**src/hw/line_printer_pkg.sv**
```systemverilog
// Package with the constants, field layouts and carrier types of the line printer adapter.
package line_printer_pkg;

    // Width of the micro-bus; bits are numbered 0 (most significant) to 15.
    localparam int BUS_W = 16;
    // Byte lane used by byte-wide registers on the micro-bus.
    localparam int BYTE_HI = 8;
    localparam int BYTE_LO = 15;
    // Width of the row address.
    localparam int ROW_W = 3;

    // Write row addresses.
    localparam logic [2:0] WR_LOAD_PRINT = 3'h0;
    localparam logic [2:0] WR_LOAD_CMD = 3'h1;
    localparam logic [2:0] WR_START = 3'h2;
    localparam logic [2:0] WR_HALT = 3'h3;
    localparam logic [2:0] WR_CLEAR_STATUS = 3'h4;
    localparam logic [2:0] WR_RESET_DEVICE = 3'h5;
    localparam logic [2:0] WR_EXEC_FORMAT = 3'h6;
    localparam logic [2:0] WR_ILLEGAL = 3'h7;

    // Read row addresses; rows 4 to 7 are unused and illegal.
    localparam logic [2:0] RD_PRINTER_DATA = 3'h0;
    localparam logic [2:0] RD_COMMAND = 3'h1;
    localparam logic [2:0] RD_STATUS = 3'h2;
    localparam logic [2:0] RD_SENSE = 3'h3;
    localparam logic [2:0] RD_LAST_LEGAL = 3'h3;

    // Vertical format field inside the command byte (bit 0 is the most significant).
    localparam int FMT_HI = 0;
    localparam int FMT_LO = 3;
    localparam int FMT_W = 4;
    // Low four command bits examined for invalid commands.
    localparam logic [3:0] CMD_INVALID_A = 4'h0;
    localparam logic [3:0] CMD_INVALID_B = 4'h8;
    localparam logic [3:0] CMD_INVALID_C = 4'hC;

    // Reset values.
    localparam logic [7:0] CMD_RESET = 8'h00;
    localparam logic [7:0] PRINT_RESET = 8'h00;
    localparam logic [15:0] BUS_RESET = 16'h0000;

    // Number of flip-flops in the input synchroniser.
    localparam int SYNC_STAGES = 2;

    // Status lines that the printer reports.
    typedef struct packed {
        logic ready;
        logic online;
        logic formsJam;
        logic endOfForms;
        logic tapeMissing;
    } printer_status_t;

    // Status word, read at bus bits 11 to 15.
    typedef struct packed {
        logic attention;
        logic busy;
        logic deviceEnd;
        logic unitCheck;
        logic requestIn;
    } status_word_t;

    // Sense word, read at bus bits 5 to 15.
    typedef struct packed {
        logic commandReject;
        logic intervention;
        logic dataCheck;
        logic notReady;
        logic online;
        logic formsJam;
        logic endOfForms;
        logic tapeMissing;
        logic formatPending;
        logic demand;
        logic dataRequest;
    } sense_word_t;

endpackage : line_printer_pkg

```
**src/hw/line_printer_adapter.sv**
```systemverilog
// Line printer adapter between the I/O micro-bus and a parallel line printer.
`timescale 1ns/10ps
`default_nettype none
module line_printer_adapter
    import line_printer_pkg::*;
(
    input wire logic ref_clk,
    input wire logic srst,
    input wire logic clkEn,
    input wire logic colSelect,
    input wire logic [ROW_W-1:0] rowAddr,
    input wire logic ioWrite,
    input wire logic ioRead,
    input wire logic [0:BUS_W-1] busIn,
    output logic [0:BUS_W-1] busOut,
    output logic busDriveN,
    output logic serviceRequest,
    input wire logic demand,
    input wire printer_status_t printerStatus,
    output logic [0:7] printerDataLines,
    output logic dataStrobe,
    output logic formatControl
);

    // Legal read rows are the first four.
    function automatic logic readRowLegal(input logic [ROW_W-1:0] row);
        readRowLegal = (row <= RD_LAST_LEGAL);
    endfunction : readRowLegal

    // Register contents.
    logic [0:7] commandByte_q;
    logic [0:7] printCharacter_q;
    // Flags of the adapter.
    logic processorRequest_q;
    logic strobe_q;
    logic demandLatch_q;
    logic formatPending_q;
    logic readyLatch_q;
    logic attention_q;
    logic deviceEnd_q;
    logic active_q;
    logic reject_q;
    logic busyPrev_q;
    // Delayed synchronised demand for edge detection.
    logic demandPrev_q;
    // Synchronised printer inputs.
    logic demandSync;
    printer_status_t statusSync;
    // Results of the command checker.
    logic invalidCmd;
    logic [0:7] formatCode;
    // Decoded bus cycles.
    logic wrCycle;
    logic rdCycle;
    logic doLoadPrint;
    logic doLoadCmd;
    logic doStart;
    logic doHalt;
    logic doClear;
    logic doResetDev;
    logic doExecFormat;
    logic illegalAccess;
    // Derived conditions.
    logic demandRise;
    logic readyNow;
    logic busyNow;
    logic printAccepted;
    logic formatAccepted;
    logic strobeDone;
    logic formatDone;
    logic [0:BUS_W-1] readWord;
    status_word_t statusWord;
    sense_word_t senseWord;

    // Synchronise the demand line before it is used.
    bit_sync #(
        .WIDTH(1)
    ) u_demand_sync (
        .ref_clk(ref_clk),
        .srst(srst),
        .clkEn(clkEn),
        .asyncIn(demand),
        .syncOut(demandSync)
    );

    // Synchronise the printer status lines as well.
    bit_sync #(
        .WIDTH($bits(printer_status_t))
    ) u_status_sync (
        .ref_clk(ref_clk),
        .srst(srst),
        .clkEn(clkEn),
        .asyncIn(printerStatus),
        .syncOut(statusSync)
    );

    // Invalid command detection and format code correction.
    command_check u_command_check (
        .commandByte(commandByte_q),
        .invalidCmd(invalidCmd),
        .formatCode(formatCode)
    );

    // Decode the write row into load and control functions.
    always_comb
    begin
        wrCycle = ioWrite && colSelect;
        rdCycle = ioRead && colSelect;
        doLoadPrint = wrCycle && (rowAddr == WR_LOAD_PRINT);
        doLoadCmd = wrCycle && (rowAddr == WR_LOAD_CMD);
        doStart = wrCycle && (rowAddr == WR_START);
        doHalt = wrCycle && (rowAddr == WR_HALT);
        doClear = wrCycle && (rowAddr == WR_CLEAR_STATUS);
        doResetDev = wrCycle && (rowAddr == WR_RESET_DEVICE);
        doExecFormat = wrCycle && (rowAddr == WR_EXEC_FORMAT);
        illegalAccess = (wrCycle && (rowAddr == WR_ILLEGAL)) || (rdCycle && !readRowLegal(rowAddr));
    end

    // Derived handshake and status conditions.
    always_comb
    begin
        demandRise = demandSync && !demandPrev_q;
        readyNow = statusSync.ready && statusSync.online && !statusSync.formsJam
                   && !statusSync.endOfForms && !statusSync.tapeMissing;
        busyNow = demandLatch_q || formatPending_q;
        // A print load is only sent when the device is free, ready and active.
        printAccepted = doLoadPrint && !busyNow && readyLatch_q && active_q;
        // A format request is only sent for a valid command while active.
        formatAccepted = doExecFormat && !invalidCmd && active_q && !formatPending_q;
        // The printer dropping demand means it took the character.
        strobeDone = strobe_q && !demandSync;
        // Demand coming back completes the outstanding character.
        formatDone = formatPending_q && demandLatch_q && demandRise;
    end

    // Command register, loaded from bus bits 8 to 15.
    always_ff @(posedge ref_clk)
    begin
        if (srst)
        begin
            commandByte_q <= CMD_RESET;
        end
        else if (clkEn && doLoadCmd)
        begin
            commandByte_q <= busIn[BYTE_HI:BYTE_LO];
        end
    end

    // Print data register; processor loads are always stored for diagnostics.
    always_ff @(posedge ref_clk)
    begin
        if (srst)
        begin
            printCharacter_q <= PRINT_RESET;
        end
        else if (clkEn && doLoadPrint)
        begin
            printCharacter_q <= busIn[BYTE_HI:BYTE_LO];
        end
    end

    // Printer data lines carry the print register or the corrected format code.
    always_ff @(posedge ref_clk)
    begin
        if (srst)
        begin
            printerDataLines <= PRINT_RESET;
        end
        else if (clkEn)
        begin
            if (formatPending_q)
            begin
                printerDataLines <= formatCode;
            end
            else
            begin
                printerDataLines <= printCharacter_q;
            end
        end
    end

    // Processor request flag; a new demand wins over a clear in the same cycle.
    always_ff @(posedge ref_clk)
    begin
        if (srst)
        begin
            processorRequest_q <= 1'b0;
        end
        else if (clkEn)
        begin
            // The demand that ends a format character also asks for the next line's data.
            if (demandRise && active_q && !reject_q)
            begin
                processorRequest_q <= 1'b1;
            end
            else if (doLoadPrint || doExecFormat || doResetDev || doHalt)
            begin
                processorRequest_q <= 1'b0;
            end
        end
    end

    // Data strobe latch; set by an accepted character, dropped when the printer takes it.
    always_ff @(posedge ref_clk)
    begin
        if (srst)
        begin
            strobe_q <= 1'b0;
        end
        else if (clkEn)
        begin
            if (printAccepted || formatAccepted)
            begin
                strobe_q <= 1'b1;
            end
            else if (strobeDone || doResetDev || doHalt)
            begin
                strobe_q <= 1'b0;
            end
        end
    end

    // Demand latch marks a character outstanding until demand returns.
    always_ff @(posedge ref_clk)
    begin
        if (srst)
        begin
            demandLatch_q <= 1'b0;
        end
        else if (clkEn)
        begin
            if (printAccepted || formatAccepted)
            begin
                demandLatch_q <= 1'b1;
            end
            else if ((demandRise && !strobe_q) || doResetDev || doHalt)
            begin
                demandLatch_q <= 1'b0;
            end
        end
    end

    // Format pending flag, raised by execute format and ended by its handshake.
    always_ff @(posedge ref_clk)
    begin
        if (srst)
        begin
            formatPending_q <= 1'b0;
        end
        else if (clkEn)
        begin
            if (formatAccepted)
            begin
                formatPending_q <= 1'b1;
            end
            else if ((formatDone && !strobe_q) || doResetDev || doHalt)
            begin
                formatPending_q <= 1'b0;
            end
        end
    end

    // Ready latch and delayed busy for edge detection.
    always_ff @(posedge ref_clk)
    begin
        if (srst)
        begin
            readyLatch_q <= 1'b0;
            busyPrev_q <= 1'b0;
            demandPrev_q <= 1'b0;
        end
        else if (clkEn)
        begin
            readyLatch_q <= readyNow;
            busyPrev_q <= busyNow;
            demandPrev_q <= demandSync;
        end
    end

    // Attention flag; a ready rise wins over clear status.
    always_ff @(posedge ref_clk)
    begin
        if (srst)
        begin
            attention_q <= 1'b0;
        end
        else if (clkEn)
        begin
            if (readyNow && !readyLatch_q)
            begin
                attention_q <= 1'b1;
            end
            else if (doClear || doResetDev)
            begin
                attention_q <= 1'b0;
            end
        end
    end

    // Device end flag; set when busy ends or the printer becomes ready.
    always_ff @(posedge ref_clk)
    begin
        if (srst)
        begin
            deviceEnd_q <= 1'b0;
        end
        else if (clkEn)
        begin
            if ((busyPrev_q && !busyNow) || (readyNow && !readyLatch_q))
            begin
                deviceEnd_q <= 1'b1;
            end
            else if (doClear || doResetDev)
            begin
                deviceEnd_q <= 1'b0;
            end
        end
    end

    // Active flag; start needs a ready printer, halt and device reset end it.
    always_ff @(posedge ref_clk)
    begin
        if (srst)
        begin
            active_q <= 1'b0;
        end
        else if (clkEn)
        begin
            if (doStart && readyLatch_q)
            begin
                active_q <= 1'b1;
            end
            else if (doHalt || doResetDev)
            begin
                active_q <= 1'b0;
            end
        end
    end

    // Command reject flag; any reject cause wins over clear status.
    always_ff @(posedge ref_clk)
    begin
        if (srst)
        begin
            reject_q <= 1'b0;
        end
        else if (clkEn)
        begin
            if (illegalAccess || (doExecFormat && invalidCmd)
                || (doLoadPrint && (busyNow || !readyLatch_q)))
            begin
                reject_q <= 1'b1;
            end
            else if (doClear || doResetDev)
            begin
                reject_q <= 1'b0;
            end
        end
    end

    // Assemble status, sense and the selected read word.
    always_comb
    begin
        statusWord.attention = attention_q;
        statusWord.busy = busyNow;
        statusWord.deviceEnd = deviceEnd_q;
        statusWord.unitCheck = reject_q;
        statusWord.requestIn = serviceRequest;
        senseWord.commandReject = reject_q;
        senseWord.intervention = !readyLatch_q;
        senseWord.dataCheck = 1'b0;
        senseWord.notReady = !readyLatch_q;
        senseWord.online = statusSync.online;
        senseWord.formsJam = statusSync.formsJam;
        senseWord.endOfForms = statusSync.endOfForms;
        senseWord.tapeMissing = statusSync.tapeMissing;
        senseWord.formatPending = formatPending_q;
        senseWord.demand = demandSync;
        senseWord.dataRequest = processorRequest_q;
        readWord = BUS_RESET;
        case (rowAddr)
            RD_PRINTER_DATA: readWord[BYTE_HI:BYTE_LO] = printerDataLines;
            RD_COMMAND: readWord[BYTE_HI:BYTE_LO] = commandByte_q;
            RD_STATUS: readWord = {11'h000, statusWord};
            RD_SENSE: readWord = {5'h00, senseWord};
            default: readWord = BUS_RESET;
        endcase
    end

    // Bus drivers are enabled for one cycle after a legal read.
    always_ff @(posedge ref_clk)
    begin
        if (srst)
        begin
            busOut <= BUS_RESET;
            busDriveN <= 1'b1;
        end
        else if (clkEn)
        begin
            busOut <= rdCycle ? readWord : BUS_RESET;
            busDriveN <= !(rdCycle && readRowLegal(rowAddr));
        end
    end

    // Printer control outputs and the service request line.
    always_ff @(posedge ref_clk)
    begin
        if (srst)
        begin
            dataStrobe <= 1'b0;
            formatControl <= 1'b0;
            serviceRequest <= 1'b0;
        end
        else if (clkEn)
        begin
            dataStrobe <= strobe_q;
            formatControl <= formatPending_q;
            serviceRequest <= attention_q || (active_q && (processorRequest_q || deviceEnd_q
                              || reject_q || !readyLatch_q));
        end
    end

endmodule : line_printer_adapter
`default_nettype wire

```
**src/hw/bit_sync.sv**
```systemverilog
// Two-stage synchroniser for a group of slow input levels.
`timescale 1ns/10ps
`default_nettype none
module bit_sync
    import line_printer_pkg::*;
#(
    parameter int WIDTH = 1
)
(
    input wire logic ref_clk,
    input wire logic srst,
    input wire logic clkEn,
    input wire logic [WIDTH-1:0] asyncIn,
    output logic [WIDTH-1:0] syncOut
);

    // First stage; it feeds only the second stage.
    logic [WIDTH-1:0] stage1_q;

    // One synchroniser chain for each input bit.
    genvar i;
    generate
        for (i = 0; i < WIDTH; i++)
        begin : g_sync
            always_ff @(posedge ref_clk)
            begin
                if (srst)
                begin
                    stage1_q[i] <= 1'b0;
                    syncOut[i] <= 1'b0;
                end
                else if (clkEn)
                begin
                    stage1_q[i] <= asyncIn[i];
                    syncOut[i] <= stage1_q[i];
                end
            end
        end
    endgenerate

endmodule : bit_sync
`default_nettype wire

```
**src/hw/command_check.sv**
```systemverilog
// Invalid command detection and vertical format code correction.
`timescale 1ns/10ps
`default_nettype none
module command_check
    import line_printer_pkg::*;
(
    input wire logic [0:7] commandByte,
    output logic invalidCmd,
    output logic [0:7] formatCode
);

    // Field values taken from the command byte.
    logic [3:0] lowBits;
    logic [FMT_W-1:0] fmtField;
    logic [FMT_W-1:0] fmtCorrected;

    // Flag the three invalid patterns of the low four bits.
    always_comb
    begin
        lowBits = commandByte[4:7];
        invalidCmd = (lowBits == CMD_INVALID_A) || (lowBits == CMD_INVALID_B)
                     || (lowBits == CMD_INVALID_C);
    end

    // The printer expects codes one lower than software uses, so subtract one.
    always_comb
    begin
        fmtField = commandByte[FMT_HI:FMT_LO];
        fmtCorrected = fmtField - {{(FMT_W-1){1'b0}}, 1'b1};
        formatCode = {{(8-FMT_W){1'b0}}, fmtCorrected};
    end

endmodule : command_check
`default_nettype wire

```
**config.mk**
```make
export PLATFORM = sky130hd
export DESIGN_NAME = line_printer_adapter
export DESIGN_NICKNAME = d
export VERILOG_FILES = /design/src/hw/line_printer_pkg.sv /design/src/hw/line_printer_adapter.sv /design/src/hw/bit_sync.sv /design/src/hw/command_check.sv
export SDC_FILE = /design/constraint.sdc
export NUM_CORES = 1
export LEC_CHECK = 0
export ABC_AREA = 0
export BUFFER_PORTS_ARGS = -buffer_cell sky130_fd_sc_hd__buf_2
export CAP_MARGIN = 10
export CORE_MARGIN = 4
export CORE_UTILIZATION = 54
export CTS_CLUSTER_DIAMETER = 40
export DETAILED_ROUTE_END_ITERATION = 6
export GPL_ROUTABILITY_DRIVEN = 1
export PLACE_DENSITY = 0.87
export SYNTH_ARGS = -nofsm -noshare
export SYNTH_HDL_FRONTEND = slang
export SYNTH_SLANG_ARGS = --single-unit
```
**constraint.sdc**
```tcl
create_clock -name ref_clk -period 1.85 [get_ports ref_clk]
set_input_delay 0.0925 -clock ref_clk [delete_from_list [all_inputs] [get_ports ref_clk]]
set_output_delay 0.0925 -clock ref_clk [all_outputs]
set_load 0.02 [all_outputs]
```
# Word-level counts from Yosys, hierarchy flattened
# Cells that the tools add are included.
# totals
out_inout_bits,28
regBits,67
# classes
n_mux,18
eq_ne,9
reduce_logical,93
n_lt_le_gt_ge,1
add_sub_neg,1
# ops
cell,count
$logic_and 1x1->1,38
$pmux 8 s4,1
$logic_or 1x1->1,24
$mux 16,1
$reduce_and 2->1,8
$reduce_bool 2->1,8
$mux 1,14
$logic_not 1->1,13
$eq 3x3->1 const B,4
$eq 4x4->1 const B,2
$mux 8,1
$eq 3x2->1 const B,2
$logic_not 4->1,1
$sub 4x1->4 const B,1
$eq 3x1->1 const B,1
$le 3x2->1 const B,1
$logic_not 3->1,1
$mux 3,1

# Longest topological paths before layout
# Gate-level depths: netlist (run 1).
# depth
depth_word,10
depth_mapped,6

# Hierarchy
# A second synthesis (run 1) with hierarchy kept.
# hier_totals
hier_cells,286
hier_area_um2,2781.4
# by_module_without_submodules
module,area_per_inst_um2,instances,seq_area_each_um2,cells_each
line_printer_adapter,2264.7,1,980.9,234
bit_sync at u_status_sync,352.8,1,200.2,32
command_check,96.3,1,0.0,14
bit_sync at u_demand_sync,67.6,1,40.0,6

# Worst setup path before layout (run 1)
# No wires, ideal clock.
# synth_timing
path_kind,register to register
from,register formatPending_q
to,register busOut[12] in the netlist's numbering
setup_ns,0.128
stages_incl_launch_ff,6
path_buffers,1
arrival_time_ns,1.225
period_less_slack_ns,1.353
t_required_ns,1.722
slack_ns,0.497
path_cell_list,dfxtp_1 -> buf_6 -> or2_0 -> mux4_2 -> a21oi_1 -> nor2_1
# synth_via
elab_chain_len,3
# synth_lines
item,line,rtl
from (decl),line_printer_adapter.sv:37,logic formatPending_q;
from (signal assigned),line_printer_adapter.sv:248,formatPending_q <= 1'b0;
from (signal assigned),line_printer_adapter.sv:254,formatPending_q <= 1'b1;
from (signal assigned),line_printer_adapter.sv:258,formatPending_q <= 1'b0;
$logic_or 1x1->1,line_printer_adapter.sv:125,busyNow = demandLatch_q || formatPending_q;
$pmux 8 s4,line_printer_adapter.sv:381,case (rowAddr)
$mux 16,line_printer_adapter.sv:400,busOut <= rdCycle ? readWord : BUS_RESET;
to (signal assigned),line_printer_adapter.sv:400,
to (decl),line_printer_adapter.sv:15,"output logic [0:BUS_W-1] busOut,"
# No other way between the ends.
# A chain may end at the register's enable or synchronous reset.

# Final worst setup path (run 1)
# layout_timing
from,register formatPending_q
to,register reject_q
# layout_via
elab_chain_len,6
word_cells_on_any_way,7
classes_between,mux (1); reduce/logical (6)
# layout_lines
item,line,rtl
$logic_or 1x1->1 *,line_printer_adapter.sv:125,
$logic_or 1x1->1 *,line_printer_adapter.sv:350,|| (doLoadPrint && (busyNow || !readyLatch_q)))
$logic_and 1x1->1 *,line_printer_adapter.sv:350,
$logic_or 1x1->1 *,line_printer_adapter.sv:350,
$reduce_bool 2->1 (no source line),--,
$reduce_and 2->1 (no source line),--,
to (signal assigned),line_printer_adapter.sv:345,reject_q <= 1'b0;
to (signal assigned),line_printer_adapter.sv:352,reject_q <= 1'b1;
to (signal assigned),line_printer_adapter.sv:356,reject_q <= 1'b0;
to (decl),line_printer_adapter.sv:42,logic reject_q;
# Mark *: on every way between the ends. The rest lies on a longest branch, timed or not.

==> impl_results.md, run 1 <==
* Result of the run: complete, no violations
* Count of yosys warnings during synthesis at 0
* Count of max-cap constraint violations at 0
* Netlist area before placement at about 2800 sq um
* Highest Clock Rate at 0.6075 GHz
* Number of placed instances, taps included at slightly below 400
* Share of the synthesized netlist area taken by xor and xnor gates at 1.254%
* Setup total negative slack at 0 ps
* Die width at 79.92 um
* DR WL/cell at 14.92 um
* Minimum setup slack in the final design at slightly above 200 ps
* Distinct cells, synth at 45
* DRC violation count after routing at 0
* Number of buffers between clock root and the deepest sink at 2
* Non-Filler Cell Area, Final at between 3000 and 4000 sq um
* Number of setup violations in the final report at 0
* Number of register bits inferred by synthesis at 61
* Crit Path Category: flip-flop to flip-flop
* Initial cell density of the core at around 57%
* Critical path fanouts, max at 10
* Vias per std cell at 5.466
* Leakage dissipation at ~1.3 nW
* Path category of the worst min-delay check: primary input to flip-flop
* Top FF cell, synth: dfxtp_1
* Congestion Overflow GR at 0
* Clock transition at the register clock pins on the worst setup and hold paths after CTS at 60 ps
* Boundary Pins at a little under 60
* Synthesized-area fraction occupied by ao, oa, aoi and oai cells at about a tenth
* Gr usage total at 20.91%
* Core area at ~4900 sq um
* Area share of and/or/nand/nor cells after synthesis at 20.03%
* Cell-by-cell listing of the critical path: buf_4, nor2_1, a21boi_0, a41oi_1, o41ai_1
* Final hold violation count at 0
* Number of buffers added by the clock tree synthesis step at 9
* Layout overhead on the synthesized area at 16.08%
* Number of enable-type register cells in the synthesized netlist at 0
* Most area-consuming cells after synthesis: dfxtp_1 (44%), mux2i_1 (13%), nor2_1 (6.9%)
* Final worst path period share at 88.98%
* Row count at 25
* Critical Path Slowest Stage Cell: dfxtp_1
* Placed Instance Area at 3002 sq um
* Clock Root Buffer: clkbuf_8
* Critical Path RT at 2070 ps
* Wire length of the first global-routing pass at a little over 10000 um
* Number of global-route vias before repair at 2119
* Number of slew-limit violations in the final report at 0
* CTS sink count at between 60 and 70
* Post-synth top area share at 43.73%
* Count of TritonRoute iterations in the first routing pass at 4
* Seq/Total Area, Yosys at 43.73%
* Post-layout minimum cycle time at 1646 ps
* Post-synthesis adder-cell area fraction at 0.4480%
* Post-Route WL at 6088 um
* Fraction of synthesized area in multiplexers at 17.20%
* Total die area at 6386 sq um
* Overall die height at 79.92 um
* Final Net Count at 368
* # Post-CTS Setup Buffers at 0
* Clock skew at 5.439 ps
* Syn Inst Count at 291
* Unrepaired setup endpoints after global routing: no
* Dominant combinational cell family by area after synthesis: simple AND/OR/NAND/NOR gates
* Worst hold slack after final layout at 8.642 ps
* Maximum vdd ir drop at around 700 uV
* Clk Latency, worst-skew pair at 340 ps
* Maximum number of pins on one net before global-route repair at 38
* Antenna violation net count after detailed routing at 0
* CTS H-Tree Depth at 3
* Ratio of cells with drive above 1 in the final layout at 21.41%
* WP buf/inv at 1
* Kind of end point of the critical path: flip-flop
* Post-layout instance count excluding filler cells at approximately 400
* HPWL after DPL at 4201 um
* First-iteration detailed-routing DRC count at 140
* Critical path's largest stage delay at between 500 and 600 ps
* Power density normalized to cell area at slightly above 800 nW/um^2
* Top cell type by total area after synthesis: dfxtp_1
* Detailed-route via count at 2230
* Clock tree from TritonCTS: done
* GPL Wtd Cong at 0.7953
* Port bufs at 44
* Arrival time of data at the critical path endpoint at between 1500 and 2000 ps
* Antenna violations before repair at 0
* Synthesized area per cell at 9.597 sq um
* Antenna diode count at 0
* Worst slack at placement at approximately 320 ps
* Async set-or-reset flop fraction in the synthesized netlist at 0%
* CP delay by family, top: compound AO/OA/AOI/OAI gates
* Startpoint Class: flip-flop
* Fillers at 402
per-layer routing:
layer	track usage, %	vias up	routed length, um
li1	-	1099	-
met1	25.67	1040	2659
met2	32.86	79	2884
met3	7.788	12	453
met4	8.615	0	91
met5	0	-	0
layout by cell type (no fill, tap or decap), drive strengths merged, types with 4 or more instances in the layout:
master / Yosys / final
a21oi: 27 / 27
buf: 20 / 52
clkbuf: 8 / 16
conb: 1 / 6
dfxtp: 61 / 61
dlygate4sd3: 0 / 5
mux2i: 36 / 36
mux4: 5 / 5
nand2: 5 / 5
nand2b: 12 / 12
nand3: 4 / 4
nand3b: 4 / 4
nor2: 51 / 51
nor2b: 9 / 9
o21ai: 7 / 7
xnor2: 4 / 4
kinds of logic (layout without fill, tap and decap cells):
family,after synthesis,after routing
flip-flops,61,61
multiplexers,41,41
other,1,6
AO/OA/AOI/OAI,49,49
AND/OR/NAND/NOR,103,103
adder cells (fa/ha/maj),1,1
buffers and inverters,31,76
XOR/XNOR,4,4
power by group:
group	total (mW)	internal [mW]	switching, mW
clock	1.11	0.635	0.470
sequential	1.35	1.34	0.0156
combinational	0.199	0.0807	0.118
stage by stage:
| stage | utilization, % | total power [mW] |
|---|---|---|
| floorplan | - | 1.526 |
| global placement | 61.51 | 1.564 |
| detailed placement | 61.51 | 1.569 |
| CTS | 66.44 | 2.681 |
| global route | 66.44 | 2.770 |
| finish | 66.44 | 2.655 |
layout make-up:
| class | instances | area, sq um | area share (%) |
|---|---|---|---|
| Multi-Input combinational cell | 204 | 1405 | 43.34 |
| Sequential cell | 61 | 1221 | 37.67 |
| Timing Repair Buffer | 57 | 330.3 | 10.19 |
| Clock buffer | 16 | 190.2 | 5.866 |
| Tap cell | 67 | 83.83 | 2.586 |
| Inverter | 3 | 11.26 | 0.3474 |
synth_stat cells (2+ instances only):
cell type,number
inv_1,3
nand2b_1,12
nor2_1,51
nand4b_1,3
nand2_1,5
nand3_1,4
mux4_1,2
mux4_2,3
nor2b_1,9
mux2i_1,36
a31oi_1,2
dfxtp_1,61
a21oi_1,27
buf_6,3
buf_2,7
or4b_1,3
o21ai_0,7
clkbuf_1,8
or3b_1,2
xnor2_1,4
buf_4,10
a211oi_1,3
nand3b_1,4
worst paths after layout:
check,end,cells after the start,start,slack [ps]
max,reject_q,5,formatPending_q,200
min reg2reg,busOut[5],2,busOut[5],470
min,u_status_sync.stage1_q[2],3,printerStatus[2],9
max reg2reg,reject_q,5,formatPending_q,200
worst reg2reg max path, cell delays in order (launching register included):
cell and delay [ps]:
dfxtp_1 520, buf_4 230, nor2_1 110, a21boi_0 260, a41oi_1 100, o41ai_1 320
what timing repair did:
action	4_1_cts	5_1_grt
endpoints found under the hold margin	6	0
resized for setup	0	0
hold buffers	5	0
flip-flops by register name, summed over array words and instances (netlist names), 5 cells and up:
| name | count |
|---|---|
| busOut | 10 |
| commandByte_q | 8 |
| printCharacter_q | 8 |
| printerDataLines | 8 |
| u_status_sync.stage1_q | 5 |
| u_status_sync.syncOut | 5 |
Power figures use the tool's default switching activity.
==> run 2, diff against run 1 <==
- PLACE_DENSITY: 0.87 -> 0.89
==> run 2 against run 1 <==
Compared with the run above: via count decreased by 0.31%; non-clock buffer count increased by 1; critical path depth decreased by 1; clock skew about the same; first-iteration DRC count increased by 37%.
==> impl_results.md, run 2 (synthesized netlist as in run 1, its figures left out) <==
* Result of the run: complete, no violations
* Setup total negative slack at 0 ps (unchanged)
* Number of placed instances, taps included at 387 (unchanged)
* Commonest non-fill, non-tap cells in the layout: dfxtp_1 (61), nor2_1 (51), buf_2 (44)
* Final worst path period share at 79.60% (-9.4 points)
* Layout overhead on the synthesized area at 15.99% (about the same)
* Clock tree from TritonCTS: done
* Post-layout minimum cycle time at 1473 ps (-173.5 ps)
* Post-Route WL at 6070 um (-0.30%)
* Worst setup path startpoint: u_demand_sync.syncOut
* Path category of the worst min-delay check: primary input to flip-flop
* Highest Clock Rate at 0.6791 GHz (+12%)
* Die width at 79.92 um (unchanged)
* Antenna diode count at 0 (unchanged)
* Critical Path Slowest Stage Cell: or4b_1
* Unrepaired setup endpoints after global routing: no
* Kind of end point of the critical path: flip-flop
* DRC violation count after routing at 0 (unchanged)
* Number of buffers between clock root and the deepest sink at 2 (unchanged)
* Non-Filler Cell Area, Final at 3239 sq um (about the same)
* Critical path fanouts, max at 4 (-6)
* Internal reg-to-reg setup slack at 380 ps (+170 ps)
* Number of slew-limit violations in the final report at 0 (unchanged)
* DR WL/cell at 14.88 um (-0.30%)
* CTS sink count at 61 (unchanged)
* Overall die height at 79.92 um (unchanged)
* Clk Latency, worst-skew pair at 340 ps (about the same)
* Ratio of cells with drive above 1 in the final layout at 21.41% (unchanged)
* Slew of the pin with the lowest slew margin at 513.7 ps
* Port bufs at 44 (unchanged)
* Initial cell density of the core at 57.23% (unchanged)
* HPWL after DPL at 4234 um (+0.80%)
* Core area at 4880 sq um (unchanged)
* Number of setup violations in the final report at 0 (unchanged)
* Leakage dissipation at 1.299 nW (about the same)
* Leading cell type in the layout, fill and taps excluded: dfxtp_1
* Detailed-route via count at 2223 (-0.31%)
* Congestion Overflow GR at 0 (unchanged)
* Maximum number of pins on one net before global-route repair at 54 (+42%)
* Wire length of the first global-routing pass at 10360 um (+1.7%)
* Count of TritonRoute iterations in the first routing pass at 4 (unchanged)
* Number of flip-flops in the largest register at 10 (unchanged)
* Count of max-cap constraint violations at 0 (unchanged)
* Row count at 25 (unchanged)
* Number of global-route vias before repair at 2185 (+3.1%)
* HP Start: printerStatus[4]
* Post_cts resized at 0 (unchanged)
* Total die area at 6386 sq um (unchanged)
* Maximum vdd ir drop at 576.7 uV (-17%)
* Clock transition at the register clock pins on the worst setup and hold paths after CTS at 60 ps (about the same)
* Power Total at 2.615 mW (-1.5%)
* Post-layout instance count excluding filler cells at 408 (unchanged)
* Boundary Pins at 59 (unchanged)
* Gr usage total at 21.26% (+0.35 points)
* Placed Instance Area at 3002 sq um (unchanged)
* Critical path's largest stage delay at 530 ps (about the same)
* Antenna violations before repair at 0 (unchanged)
* Most flops, register: busOut
* Depth of the worst register-to-register path at 4 (-1)
* GPL Wtd Cong at 0.8397 (+5.6%)
* Arrival time of data at the critical path endpoint at 1680 ps (-190 ps)
* CTS H-Tree Depth at 3 (unchanged)
* Critical Path End: formatPending_q
* Worst max-slew margin expressed relative to the limit at 65.75%
* Power density normalized to cell area at 807.2 nW/um^2 (-1.4%)
* Critical Path RT at 2060 ps (about the same)
* Reg-to-reg endpoint: formatPending_q
* Number of buffers added by the clock tree synthesis step at 9 (unchanged)
* Vias per std cell at 5.449 (-0.31%)
* First-iteration detailed-routing DRC count at 192 (+37%)
* Final hold violation count at 0 (unchanged)
* Final Net Count at 369 (+0.27%)
* Clock skew at 5.890 ps (+0.4505 ps)
* Crit Path Category: flip-flop to flip-flop
* Startpoint Class: flip-flop
* Cell-by-cell listing of the critical path: nand2_1, or4b_1, a31oi_1, nor2_1
* Critical register-to-register path startpoint: u_demand_sync.syncOut
* Antenna violation net count after detailed routing at 0 (unchanged)
* Clock Root Buffer: clkbuf_8
run 2: worst min-delay path by stage:
stage / to / depth (start not counted)
global placement: u_status_sync.stage1_q[3] / 3
finish: u_status_sync.stage1_q[4] / 3
CTS: commandByte_q[1] / 3
floorplan: printCharacter_q[4] / 2
global route: commandByte_q[1] / 3
detailed placement: u_status_sync.stage1_q[0] / 3
run 2: final cells by class:
| class | instances | area, sq um |
|---|---|---|
| tap | 67 | 83.83 |
| timing repair buffer | 58 | 340.3 |
| sequential | 61 | 1221 |
| clock buffer | 14 | 172.7 |
| fill | 395 | 1640 |
| clock inverter | 1 | 5.005 |
| inverter | 3 | 11.26 |
| multi-input combinational | 204 | 1405 |
run 2: routing by layer:
layer | track usage (%) | vias to the layer above | part of all wire [%]
met4 | 10.81 | 0 | 2.4
met5 | 0 | - | 0
li1 | - | 1103 | -
met1 | 26.61 | 1056 | 45
met2 | 33.44 | 53 | 48
met3 | 5.643 | 11 | 4.1
run 2: critical path, delay by kind of cell (launching register included):
| kind | cells | cell delay [ps] |
|---|---|---|
| AOI/OAI and AO/OA | 1 | 220 |
| and+or+nand+nor | 3 | 720 |
| DFF | 1 | 420 |
run 2: stage by stage:
stage | hold WS, ps | util [%] | setup slack (ps)
3_5_place_dp | 338.8 | 61.51 | 355.8
2_1_floorplan | 239.4 | - | 497.3
5_1_grt | 3.757 | 66.38 | 303.4
6_report | 14.41 | 66.38 | 377.4
4_1_cts | 2.855 | 66.38 | 381.4
3_3_place_gp | 329.1 | 61.51 | 432.4
run 2: what timing repair did:
action	4_1_cts	5_1_grt
setup endpoints to repair	0	0
endpoints found under the hold margin	7	0
setup buffers	0	0
hold buffers	6	0
run 2: where the power goes:
part	switching, mW	leakage, nW	internal (mW)
Clock	0.476	0.0926	0.587
Combinational	0.117	0.713	0.0821
Sequential	0.0164	0.494	1.34
==> run 3, diff against run 2 <==
- ABC_AREA: 0 -> 1
- clock period: 1.85 -> 1.4 ns (I/O delays scaled with it)
==> run 3 against run 2 <==
Compared with the run above: total power up 42%; sequential power grew 35%; worst hold slack got worse by 6.7 ps; flip-flop and latch count unchanged; clock skew increased by 5.1 ps; design area increased by 2.0%; critical path depth grew 1; largest cell class unchanged; wire length up 14%; combinational power grew 77%; core utilization rose by 2.2 points.
==> impl_results.md, run 3 <==
* Result of the run: complete, no violations
* Startpoint Class: flip-flop
* Number of buffers added by the clock tree synthesis step at 9 (unchanged)
* Crit Path Category: flip-flop to flip-flop
* First-iteration detailed-routing DRC count at 252 (+31%)
* Power density normalized to cell area at 1122 nW/um^2 (+39%)
* Clock transition at the register clock pins on the worst setup and hold paths after CTS at 70 ps (about the same)
* DR WL/cell at 13.51 um (-9.2%)
* FF/Latch Area at 1221 sq um (unchanged)
* Async set-or-reset flop fraction in the synthesized netlist at 0% (unchanged)
* Netlist area before placement at 2721 sq um (-2.6%)
* Clock tree from TritonCTS: done
* Gr usage total at 23.49% (+2.2 points)
* Antenna diode count at 0 (unchanged)
* Antenna violation net count after detailed routing at 0 (unchanged)
* Worst max-slew margin expressed relative to the limit at 66.13% (+0.38 points)
* Most area-consuming cells after synthesis: dfxtp_1 (45%), nand2_1 (8.8%), nor2_1 (7.6%)
* Number of enable-type register cells in the synthesized netlist at 0 (unchanged)
* Total die area at 6239 sq um (-2.3%)
* Initial cell density of the core at 56.49% (-0.74 points)
* Port bufs at 44 (unchanged)
* Number of placed instances, taps included at 484 (+25%)
* Number of flip-flops in the largest register at 10 (unchanged)
* Leakage dissipation at 1.441 nW (+11%)
* Slew of the pin with the lowest slew margin at 506.1 ps (-7.607 ps)
* Number of setup violations in the final report at 0 (unchanged)
* Ratio of cells with drive above 1 in the final layout at 18.69% (-2.7 points)
* Top cell type by total area after synthesis: dfxtp_1
* Highest Clock Rate at 0.8190 GHz (+21%)
* Fillers at 414 (+4.8%)
* Count of max-cap constraint violations at 0 (unchanged)
* Post-synth top area share at 44.87% (+1.1 points)
* Wire length of the first global-routing pass at 11410 um (+10%)
* Overall die height at 78.99 um (-1.2%)
* Final Net Count at 471 (+28%)
* Critical register-to-register path startpoint: commandByte_q[3]
* Post-layout instance count excluding filler cells at 511 (+25%)
* Layout overhead on the synthesized area at 21.38%
* Congestion Overflow GR at 0 (unchanged)
* Maximum number of pins on one net before global-route repair at 28 (-48%)
* Maximum vdd ir drop at 777.6 uV (+35%)
* Distinct cells, synth at 27 (-40%)
* Count of yosys warnings during synthesis at 0 (unchanged)
* HPWL after DPL at 4894 um (+16%)
* Synthesized area per cell at 7.161 sq um (-25%)
* Core area at 4817 sq um (-1.3%)
* Clock Root Buffer: clkbuf_8
* Final hold violation count at 0 (unchanged)
* Die width at 78.99 um (-1.2%)
* Kind of end point of the critical path: flip-flop
* Post-layout minimum cycle time at 1221 ps (-251.7 ps)
* Post-Route WL at 6904 um (+14%)
* HP Start: busIn[12]
* Critical Path RT at 1690 ps (-370 ps)
* Commonest non-fill, non-tap cells in the layout: nand2_1 (64), dfxtp_1 (61), nor2_1 (55)
* Detailed-route via count at 2758 (+24%)
* Unrepaired setup endpoints after global routing: no
* Final worst path period share at 87.21% (+7.6 points)
* Path category of the worst min-delay check: primary input to flip-flop
* Count of TritonRoute iterations in the first routing pass at 6 (+2)
* Antenna violations before repair at 0 (unchanged)
* Clock skew at 11.00 ps (+5.112 ps)
* Seq/Total Area, Yosys at 44.87% (+1.1 points)
* Combined area of the multi-input logic cells at 1249 sq um (-11%)
* Setup total negative slack at 0 ps (unchanged)
* Clk Latency, worst-skew pair at 340 ps (about the same)
* Number of global-route vias before repair at 2552 (+17%)
* DRC violation count after routing at 0 (unchanged)
* Boundary Pins at 59 (unchanged)
* CTS H-Tree Depth at 3 (unchanged)
* Number of slew-limit violations in the final report at 0 (unchanged)
* Syn Inst Count at 380 (+31%)
* Number of buffers between clock root and the deepest sink at 2 (unchanged)
* Worst setup path startpoint: commandByte_q[3]
* Critical path fanouts, max at 4 (unchanged)
* Row count at 25 (unchanged)
* Leading cell type in the layout, fill and taps excluded: nand2_1
* Top FF cell, synth: dfxtp_1
* Most common cell in the synthesized netlist: nand2_1
* Arrival time of data at the critical path endpoint at 1510 ps (-170 ps)
* Top cells by count, synth: nand2_1 (64), dfxtp_1 (61), nor2_1 (55), o21ai_0 (39), a21oi_1 (38)
* Number of register bits inferred by synthesis at 61 (unchanged)
* Most flops, register: busOut
* Vias per std cell at 5.397 (-0.94%)
* CTS sink count at 61 (unchanged)
* GPL Wtd Cong at 0.9341 (+11%)
* # Post-CTS Setup Buffers at 0 (unchanged)
[run 3: cell count changes after synthesis, sizes merged, moves of 9 or more]
cell    change
a21oi      +11
inv        +29
mux2i      -36
nand2      +62
nand2b     -12
nand3      +28
nor2b       -9
o21ai      +40
[run 3: worst paths after layout]
path | to | slack [ps] | cells after the start
max reg2reg | printerDataLines[6] | 180 | 5
min reg2reg | printerDataLines[1] | 470 | 2
max | printerDataLines[6] | 180 | 5
min | commandByte_q[4] | 8 | 3
[run 3: what timing repair did]
item                      CTS  global route
hold endpoints to repair   11             0
gates resized for setup     0             0
hold buffers               11             0
[run 3: per-layer routing]
metal  track usage, %  part of all wire, %  up-vias
li1                 -                    -     1352
met2            39.90                   50      104
met1            28.72                   41     1287
met3            3.968                  6.4       15
met5                0                    0        -
met4            11.34                  2.1        0
[run 3: final cells by class]
cell class	instances	share of cell area (%)
Multi-Input combinational cell	267	37.80
Sequential cell	61	36.97
Timing Repair Buffer	67	13.11
Clock buffer	12	4.394
Inverter	33	3.750
Tap cell	67	2.538
Clock inverter	4	1.439
[run 3: critical path, stage by stage, from the launching register on]
cell and delay [ps]:
dfxtp_1 400, inv_1 110, ha_1 310, o211ai_1 180, o211ai_1 110, inv_1 60
[run 3: power breakdown]
part | internal (mW) | switching, mW
Combinational | 0.131 | 0.223
Clock | 0.865 | 0.672
Sequential | 1.78 | 0.0317
[run 3: stage by stage]
stage	area, sq um	hold WS, ps	util [%]	power, mW	worst slack (ps)
final	3303	7.693	68.57	3.707	179.1
after global routing	3303	26.12	68.57	3.859	16.05
after CTS	3303	3.316	68.57	3.742	199.3
after detailed placement	3000	299.3	62.29	2.178	120.2
after global placement	3000	293.6	62.29	2.169	160.4
after floorplan	2740	139.1	-	2.071	361.2
[run 3: kinds of logic after synthesis]
logic type               share of synthesized area (%)
AND/OR/NAND/NOR                                  27.36
AO/OA/AOI/OAI                                    17.24
flip-flops                                       44.87
buffers and inverters                            9.931
adder cells (fa/ha/maj)                         0.4597
other                                           0.1378
